==> config.mk <==
export PLATFORM = sky130hd
export DESIGN_NAME = wdt_top
export DESIGN_NICKNAME = d
export VERILOG_FILES = /design/src/include/wdt_pkg.sv /design/src/rtl/wdt_top.sv
export VERILOG_INCLUDE_DIRS = /design/src /design/src/include
export SDC_FILE = /design/constraint.sdc
export NUM_CORES = 1
export LEC_CHECK = 0
export ABC_AREA = 1
export BUFFER_PORTS_ARGS = -buffer_cell sky130_fd_sc_hd__buf_2
export CORE_MARGIN = 2
export CORE_UTILIZATION = 25
export CTS_CLUSTER_DIAMETER = 150
export DETAILED_ROUTE_END_ITERATION = 16
export PLACE_DENSITY = 0.5
export SKIP_LAST_GASP = 1
export SYNTH_ARGS = -nofsm -noshare
export SYNTH_HDL_FRONTEND = slang
export SYNTH_SLANG_ARGS = --single-unit
==> constraint.sdc <==
create_clock -name CLK_SYS_I -period 2.4 [get_ports CLK_SYS_I]
set_input_delay 0.48 -clock CLK_SYS_I [delete_from_list [all_inputs] [get_ports CLK_SYS_I]]
set_output_delay 0.48 -clock CLK_SYS_I [all_outputs]
set_load 0.01 [all_outputs]
==> src/include/wdt_cfg.svh <==
// Purpose: shared constants of the run-away watchdog
// Assumes: 25 MHz system clock
// Notes: offsets are byte addresses on APB
`ifndef WDT_CFG_SVH
`define WDT_CFG_SVH
`define WDT_CLK_NS 40
`define WDT_TICK_NS 10240000
`define WDT_CNT_W 9
`define WDT_CNT_RST 9'h0ff
`define WDT_CNT_NEG_LIM 9'h1f0
`define WDT_CNT_ZERO 9'h000
`define WDT_CNT_ONE 9'h001
`define WDT_GUARD_LSB 9
`define WDT_GUARD_W 7
`define WDT_OFS_CNT 12'h000
`define WDT_OFS_CTRL 12'h004
`define WDT_OFS_FRZ_SET 12'h008
`define WDT_OFS_FRZ_CLR 12'h00c
`define WDT_OFS_IRQ_STAT 12'h010
`define WDT_OFS_IRQ_MASK 12'h014
`define WDT_OFS_STATUS 12'h018
`define WDT_BIT_SEL 0
`define WDT_BIT_FRZ 0
`define WDT_IRQ_W 2
`define WDT_IRQ_NMI 0
`define WDT_IRQ_REJ 1
`endif

==> src/include/wdt_pkg.sv <==
// Purpose: types of the run-away watchdog
// Assumes: wdt_cfg.svh gives the widths
// Notes: none
`include "wdt_cfg.svh"
package wdt_pkg;
  typedef struct packed {
    logic [15:0] unused;
    logic [`WDT_GUARD_W-1:0] write_guard_field;
    logic [`WDT_CNT_W-1:0] value;
  } wdt_cnt_word_t;
  typedef struct packed {
    logic reset_req;
    logic sw_frozen;
    logic debug_frozen;
  } wdt_status_t;
endpackage : wdt_pkg

==> src/rtl/wdt_top.sv <==
// Purpose: run-away watchdog with interrupt-first or reset-at-zero mode
// Assumes: debug halt status comes from logic on the same clock
// Notes: registers over APB, zero wait state with one setup cycle
`timescale 1ns/1ps
`include "wdt_cfg.svh"

// Overview of operation
// - decrement by one each tick unless frozen or a reset request is pending
// - counter loads 255 on reset
// - below zero count continues with bit 8
// - mode 0: interrupt at 0, reset at -16
// - mode 1: reset at zero or below
// - system reset reloads counter to 255
// - debug halt always freezes counter
// - software freeze only when mode is 0
// - freeze clear resumes from held value
// - mode bit set only, reset clears
module wdt_top #(
  parameter int TICK_CYCLES = `WDT_TICK_NS / `WDT_CLK_NS
) (
  input wire logic CLK_SYS_I,
  input wire logic RESETN_I,
  input wire logic PSEL_I,
  input wire logic PENABLE_I,
  input wire logic PWRITE_I,
  input wire logic [11:0] PADDR_I,
  input wire logic [31:0] PWDATA_I,
  input wire logic DEBUG_HALT_STATUS_I,
  output logic [31:0] PRDATA_O,
  output logic PREADY_O,
  output logic PSLVERR_O,
  output logic NMI_O,
  output logic SYS_RST_REQ_O,
  output logic IRQ_O
);
  localparam int DIV_W = $clog2(TICK_CYCLES);

  logic [DIV_W-1:0] div_q;
  logic tick_q;
  logic [`WDT_CNT_W-1:0] cnt_q;
  logic [`WDT_CNT_W-1:0] cnt_dec;
  logic sel_q;
  logic sw_frz_q;
  logic nmi_q;
  logic rst_req_q;
  logic [`WDT_IRQ_W-1:0] stat_q;
  logic [`WDT_IRQ_W-1:0] mask_q;
  logic [`WDT_IRQ_W-1:0] stat_set;
  logic irq_q;
  logic [31:0] rdata_q;
  logic pready_q;
  logic pslverr_q;
  logic wr_en;
  logic mapped;
  logic frozen;
  logic count_en;
  logic cnt_wr;
  logic guard_ok;
  wdt_pkg::wdt_cnt_word_t wword;
  wdt_pkg::wdt_status_t status;

  // ***************************************
  // tick divider
  // ***************************************
  always_ff @(posedge CLK_SYS_I) begin
    if (!RESETN_I) begin
      div_q <= '0;
      tick_q <= 1'b0;
    end else if (div_q == DIV_W'(TICK_CYCLES - 1)) begin
      div_q <= '0;
      tick_q <= 1'b1;
    end else begin
      div_q <= div_q + DIV_W'(1);
      tick_q <= 1'b0;
    end
  end

  // ***************************************
  // apb decode
  // ***************************************
  assign wr_en = PSEL_I & PENABLE_I & PWRITE_I & pready_q;
  assign wword = wdt_pkg::wdt_cnt_word_t'(PWDATA_I);
  assign guard_ok = (wword.write_guard_field == '0);
  assign cnt_wr = wr_en & (PADDR_I == `WDT_OFS_CNT) & guard_ok;

  always_comb begin
    case (PADDR_I)
      `WDT_OFS_CNT, `WDT_OFS_CTRL, `WDT_OFS_FRZ_SET, `WDT_OFS_FRZ_CLR,
      `WDT_OFS_IRQ_STAT, `WDT_OFS_IRQ_MASK, `WDT_OFS_STATUS: mapped = 1'b1;
      default: mapped = 1'b0;
    endcase
  end

  // ***************************************
  // freeze and mode
  // ***************************************
  assign frozen = DEBUG_HALT_STATUS_I | (sw_frz_q & !sel_q);
  assign count_en = tick_q & !frozen & !rst_req_q;
  assign cnt_dec = cnt_q - `WDT_CNT_ONE;

  always_ff @(posedge CLK_SYS_I) begin
    if (!RESETN_I) begin
      sel_q <= 1'b0;
    end else if (wr_en && PADDR_I == `WDT_OFS_CTRL && PWDATA_I[`WDT_BIT_SEL]) begin
      sel_q <= 1'b1;
    end
  end

  always_ff @(posedge CLK_SYS_I) begin
    if (!RESETN_I) begin
      sw_frz_q <= 1'b0;
    end else if (wr_en && PADDR_I == `WDT_OFS_FRZ_SET && PWDATA_I[`WDT_BIT_FRZ]) begin
      sw_frz_q <= 1'b1;
    end else if (wr_en && PADDR_I == `WDT_OFS_FRZ_CLR && PWDATA_I[`WDT_BIT_FRZ]) begin
      sw_frz_q <= 1'b0;
    end
  end

  // ***************************************
  // counter
  // ***************************************
  always_ff @(posedge CLK_SYS_I) begin
    if (!RESETN_I) begin
      cnt_q <= `WDT_CNT_RST;
    end else if (cnt_wr) begin
      cnt_q <= wword.value;
    end else if (count_en) begin
      cnt_q <= cnt_dec;
    end
  end

  // ***************************************
  // nmi and reset request
  // ***************************************
  always_ff @(posedge CLK_SYS_I) begin
    if (!RESETN_I) begin
      nmi_q <= 1'b0;
    end else begin
      nmi_q <= count_en & !cnt_wr & !sel_q & (cnt_dec == `WDT_CNT_ZERO);
    end
  end

  // request holds until the system reset comes back
  always_ff @(posedge CLK_SYS_I) begin
    if (!RESETN_I) begin
      rst_req_q <= 1'b0;
    end else if (count_en && !cnt_wr) begin
      if (sel_q) begin
        if ($signed(cnt_dec) <= $signed(`WDT_CNT_ZERO)) begin
          rst_req_q <= 1'b1;
        end
      end else if ($signed(cnt_dec) <= $signed(`WDT_CNT_NEG_LIM)) begin
        rst_req_q <= 1'b1;
      end
    end
  end

  // ***************************************
  // interrupt status and mask
  // ***************************************
  assign stat_set = {wr_en & (PADDR_I == `WDT_OFS_CNT) & !guard_ok, nmi_q};

  always_ff @(posedge CLK_SYS_I) begin
    if (!RESETN_I) begin
      stat_q <= '0;
    end else if (wr_en && PADDR_I == `WDT_OFS_IRQ_STAT) begin
      stat_q <= (stat_q & ~PWDATA_I[`WDT_IRQ_W-1:0]) | stat_set;
    end else begin
      stat_q <= stat_q | stat_set;
    end
  end

  always_ff @(posedge CLK_SYS_I) begin
    if (!RESETN_I) begin
      mask_q <= '0;
    end else if (wr_en && PADDR_I == `WDT_OFS_IRQ_MASK) begin
      mask_q <= PWDATA_I[`WDT_IRQ_W-1:0];
    end
  end

  always_ff @(posedge CLK_SYS_I) begin
    if (!RESETN_I) begin
      irq_q <= 1'b0;
    end else begin
      irq_q <= |(stat_q & mask_q);
    end
  end

  // ***************************************
  // apb read and ready
  // ***************************************
  assign status = '{reset_req: rst_req_q, sw_frozen: sw_frz_q & !sel_q,
                    debug_frozen: DEBUG_HALT_STATUS_I};

  always_ff @(posedge CLK_SYS_I) begin
    if (!RESETN_I) begin
      pready_q <= 1'b0;
      pslverr_q <= 1'b0;
      rdata_q <= '0;
    end else begin
      pready_q <= PSEL_I & !PENABLE_I;
      pslverr_q <= PSEL_I & !PENABLE_I & !mapped;
      rdata_q <= '0;
      if (PSEL_I && !PENABLE_I && !PWRITE_I) begin
        case (PADDR_I)
          `WDT_OFS_CNT: rdata_q <= {23'h000000, cnt_q};
          `WDT_OFS_CTRL: rdata_q <= {31'h00000000, sel_q};
          `WDT_OFS_IRQ_STAT: rdata_q <= {30'h00000000, stat_q};
          `WDT_OFS_IRQ_MASK: rdata_q <= {30'h00000000, mask_q};
          `WDT_OFS_STATUS: rdata_q <= {29'h00000000, status};
          default: rdata_q <= '0;
        endcase
      end
    end
  end

  assign PRDATA_O = rdata_q;
  assign PREADY_O = pready_q;
  assign PSLVERR_O = pslverr_q;
  assign NMI_O = nmi_q;
  assign SYS_RST_REQ_O = rst_req_q;
  assign IRQ_O = irq_q;
endmodule : wdt_top

==> summary.txt <==
Timing
  • Fin Clk Skew: 0.0105 ns
  • Unrepaired setup endpoints after global routing: false
  • Pins Over Slew Limit: 0
  • Final total negative setup slack: 0 ns
  • Final cycle utilization of the critical path: 76.6%
  • Highest attainable clock frequency: 544 MHz
  • Period minus WS final: 1.84 ns
  • Final setup fails: 0
  • Final count of hold timing violations: 0

Clock network
  • Hold bufs inserted after CTS: 0
  • Sink Count: 48
  • Number of buffers on the longest clock path: 2
  • Number of instances resized during post-cts repair: 0
  • Root buffer cell: sky130_fd_sc_hd__clkbuf_8
  • Clk pin slew, worst setup/hold paths: 0.10 ns
  • Clock latency of the later-clocked register in the worst-skew pair: 0.31 ns
  • Postcts setup bufs: 0
  • Clock tree from TritonCTS: done
  • Number of CTS-inserted buffers: 5
  • H-tree level count: 2

Job
  • Number of max-capacitance violations reported: 0

Pwr
  • Sequential share of power: 58.0%
  • Fraction of power spent switching nets: 25.7%
  • Share of power burned in the clock network: 35.0%
  • Final total power: 1.39 mW
  • Logic pwr share: 7.0%
  • Power per cell area: 456 nW/um2
  • Leakage power: 1.41 nW
  • Highest ir drop seen on vdd: 0.000220 V
  • Internal cell power: 1.03 mW
  • Net switching power: 0.358 mW

Route
  • DRC violation count after routing: 0
  • Aggregate routed wire length: 6020 um
  • Routed via count divided by cell count: 4.20
  • Per-cell routed wire length: 10.6 um
  • Router iterations before antenna repair: 4
  • Via total after detailed routing: 2380
  • Post-detailed-route count of antenna-violating nets: 0
  • Initial DRC count: 53

Logic synthesis
  • Multiplexer fraction of the synthesized cell area: 0%
  • Synth Area in Simple Gates: 38.1%
  • Netlist area before placement: 2670 um2
  • Share of the yosys chip area belonging to registers: 36.0%
  • Combinational family with the most area after synthesis: simple AND/OR/NAND/NOR gates
  • Synth warn: 0
  • Synthesized-area fraction occupied by ao, oa, aoi and oai cells: 9.05%
  • Per-instance average area after synthesis: 7.04 um2
  • Post-synthesis adder-cell area fraction: 1.41%
  • Flops & latches, synth: 48
  • Post-synthesis xor/xnor area fraction: 0.985%
  • Syn Inst Count: 379
  • Cell variety after synth: 34

Floorplanning
  • Std cell rows: 37
  • IO Count: 87
  • Area enclosed by the die boundary: 11500 um2
  • Starting Density: 25.9%
  • Width of the die: 107 um
  • Die Span Y: 107 um
  • Core Box Area: 10300 um2

Worst setup path
  • Crit Path Class: reg -> reg
  • RR Startpoint: cnt_q[0]
  • Worst Path Required: 2.65 ns
  • R2R setup slack: 0.56 ns
  • Critical path fanouts, max: 7
  • Critical register-to-register path endpoint: SYS_RST_REQ_O
  • Kind of end point of the critical path: flip-flop
  • Arrival time worst endpoint: 2.08 ns
  • Logic depth of the worst register-to-register path: 12
  • Element type at the critical path start: flip-flop

Run status
  • Outcome: complete, no violations

Worst hold path
  • Startpoint of the lowest-slack hold path: PENABLE_I
  • Path category of the worst min-delay check: in -> reg
  • Hold path cells: 2
  • Terminating pin of the worst hold path: PREADY_O

Layout
  • Final standard cell area without fillers: 3050 um2
  • Fraction of layout cells with a size suffix above 1: 20.7%
  • Post-route insts no fill: 566
  • Final core utilization: 29.5%
  • Post-layout nets: 483
  • Diodes inserted: 0
  • Post-synthesis to final-layout area growth: 14.3%

Global route
  • Number of antenna violations at the first check in global routing: 0
  • Vias in the first global route: 2246
  • Global-route usage over all layers: 10.8%
  • Maximum number of pins on one net before global-route repair: 16
  • First-pass GRT wire length: 9960 um
  • Remaining global-route overflow: 0

Placement
  • Last weighted congestion value of the routability-driven placer: 0.789
  • Dpl hpwl: 4700 um
  • Total of buffers placed on input and output ports: 47
  • DP Area: 2970 um2
  • Total instance count after detailed placement: 559
## layer usage
metal	GRT usage, %	wire length, um	share of wire [%]	vias to the layer above
li1	-	-	-	1277
met1	13.0	2790	46	1052
met2	19.2	2920	48	44
met3	2.24	247	4.1	7
met4	3.06	68	1.1	0
met5	0	0	0	-
## metrics by stage
step | worst slack (ns) | hold slack (ns)
floorplan | 0.857 | 0.432
global placement | 0.543 | 0.464
detailed placement | 0.543 | 0.467
CTS | 0.572 | 0.338
global route | 0.329 | 0.341
finish | 0.561 | 0.350
## power groups by stage
stage | sequential (mW) | combinational, mW | clock [mW]
after CTS | 0.806 | 0.0982 | 0.511
after global routing | 0.808 | 0.110 | 0.535
after detailed placement | 0.825 | 0.0979 | 0
after floorplan | 0.825 | 0.0821 | 0
final | 0.806 | 0.0974 | 0.486
after global placement | 0.825 | 0.0968 | 0
## state kept, by name, indices dropped and copies added (netlist names)
register       flops
div_q             18
PRDATA_O           9
cnt_q              9
mask_q             2
stat_q             2
IRQ_O              1
NMI_O              1
PREADY_O           1
PSLVERR_O          1
SYS_RST_REQ_O      1
sel_q              1
sw_frz_q           1
tick_q             1
## synthesized netlist by cell type (all sizes together)
| cell type | count | area (um2) |
|---|---|---|
| and3 | 2 | 17.5 |
| nor4 | 5 | 31.3 |
| nor3 | 14 | 103 |
| inv | 50 | 188 |
| nor2 | 50 | 258 |
| nor3b | 1 | 7.51 |
| o311ai | 1 | 8.76 |
| buf | 25 | 191 |
| ha | 3 | 37.5 |
| o21a | 1 | 7.51 |
| dfxtp | 48 | 961 |
| clkbuf | 1 | 3.75 |
| a21oi | 26 | 134 |
| o22ai | 1 | 6.26 |
| xor2 | 3 | 26.3 |
| or2 | 3 | 18.8 |
| nand4 | 9 | 56.3 |
| o221ai | 2 | 17.5 |
| nand2 | 91 | 359 |
| o21ai | 12 | 60.1 |
| o21bai | 1 | 7.51 |
| conb | 1 | 3.75 |
| nand3 | 29 | 165 |
## worst max-delay path, stage by stage (launching register included)
cell and delay [ns]:
sky130_fd_sc_hd__dfxtp_1 0.34, sky130_fd_sc_hd__inv_1 0.18, sky130_fd_sc_hd__ha_1 0.23, sky130_fd_sc_hd__inv_1 0.07, sky130_fd_sc_hd__nor2_1 0.18, sky130_fd_sc_hd__nand3_1 0.17, sky130_fd_sc_hd__nor2_1 0.11, sky130_fd_sc_hd__nand2_1 0.06
sky130_fd_sc_hd__nand2_1 0.10, sky130_fd_sc_hd__nand2_1 0.09, sky130_fd_sc_hd__nand2_1 0.08, sky130_fd_sc_hd__nand2_1 0.05, sky130_fd_sc_hd__a21oi_1 0.12
## how the worst max path moves through the flow
stage               endpoint  slack, ns  depth (start not counted)       start
2_1_floorplan  SYS_RST_REQ_O       0.86                         11    cnt_q[0]
3_3_place_gp   SYS_RST_REQ_O       0.54                         11  PADDR_I[7]
3_5_place_dp   SYS_RST_REQ_O       0.54                         11  PADDR_I[7]
4_1_cts        SYS_RST_REQ_O       0.57                         12    cnt_q[0]
5_1_grt        SYS_RST_REQ_O       0.33                         12    cnt_q[0]
6_report       SYS_RST_REQ_O       0.56                         12    cnt_q[0]
## cell usage in the layout, fill, tap and decap left out
cell / Yosys / routed
sky130_fd_sc_hd__nand2_1: 86 / 86
sky130_fd_sc_hd__dfxtp_1: 48 / 48
sky130_fd_sc_hd__inv_1: 47 / 47
sky130_fd_sc_hd__buf_2: 0 / 47
sky130_fd_sc_hd__nor2_1: 34 / 34
sky130_fd_sc_hd__nand3_1: 25 / 25
sky130_fd_sc_hd__a21oi_1: 25 / 25
sky130_fd_sc_hd__conb_1: 1 / 23
sky130_fd_sc_hd__o21ai_0: 12 / 12
sky130_fd_sc_hd__nor3_1: 10 / 10
sky130_fd_sc_hd__nor2_2: 10 / 10
sky130_fd_sc_hd__nand4_1: 9 / 9
sky130_fd_sc_hd__nor2_4: 6 / 6
sky130_fd_sc_hd__nor4_1: 5 / 5
sky130_fd_sc_hd__clkbuf_8: 0 / 5
sky130_fd_sc_hd__nand2_2: 4 / 4
sky130_fd_sc_hd__nand3_2: 4 / 4
sky130_fd_sc_hd__inv_2: 3 / 3
sky130_fd_sc_hd__or2_0: 3 / 3
sky130_fd_sc_hd__xor2_1: 3 / 3
sky130_fd_sc_hd__ha_1: 3 / 3
sky130_fd_sc_hd__nor3_4: 2 / 2
sky130_fd_sc_hd__nor3_2: 2 / 2
sky130_fd_sc_hd__o221ai_1: 2 / 2
sky130_fd_sc_hd__a21oi_2: 1 / 1
sky130_fd_sc_hd__o311ai_0: 1 / 1
sky130_fd_sc_hd__and3_1: 1 / 1
sky130_fd_sc_hd__and3_4: 1 / 1
sky130_fd_sc_hd__nand2_4: 1 / 1
sky130_fd_sc_hd__nor3b_1: 1 / 1
sky130_fd_sc_hd__o21a_1: 1 / 1
sky130_fd_sc_hd__o22ai_1: 1 / 1
sky130_fd_sc_hd__o21bai_1: 1 / 1
sky130_fd_sc_hd__clkinvlp_4: 0 / 1
sky130_fd_sc_hd__clkinv_2: 0 / 1
sky130_fd_sc_hd__buf_4: 24 / 1
## cell families after synthesis
family / Yosys count
and+or+nand+nor: 204
buffers and inverters: 76
DFF: 48
AOI/OAI and AO/OA: 44
xor gates and xnor gates: 3
adders and majority gates: 3
other: 1
## area by class of cell
cell class,count,area (um2)
clock inverter,2,12.5
multi-input combinational,277,1410
sequential,48,961
tap,136,170
fill,1165,7270
timing repair buffer,48,243
clock buffer,5,68.8
inverter,50,188
No activity file was read; power rests on OpenSTA's default activity.
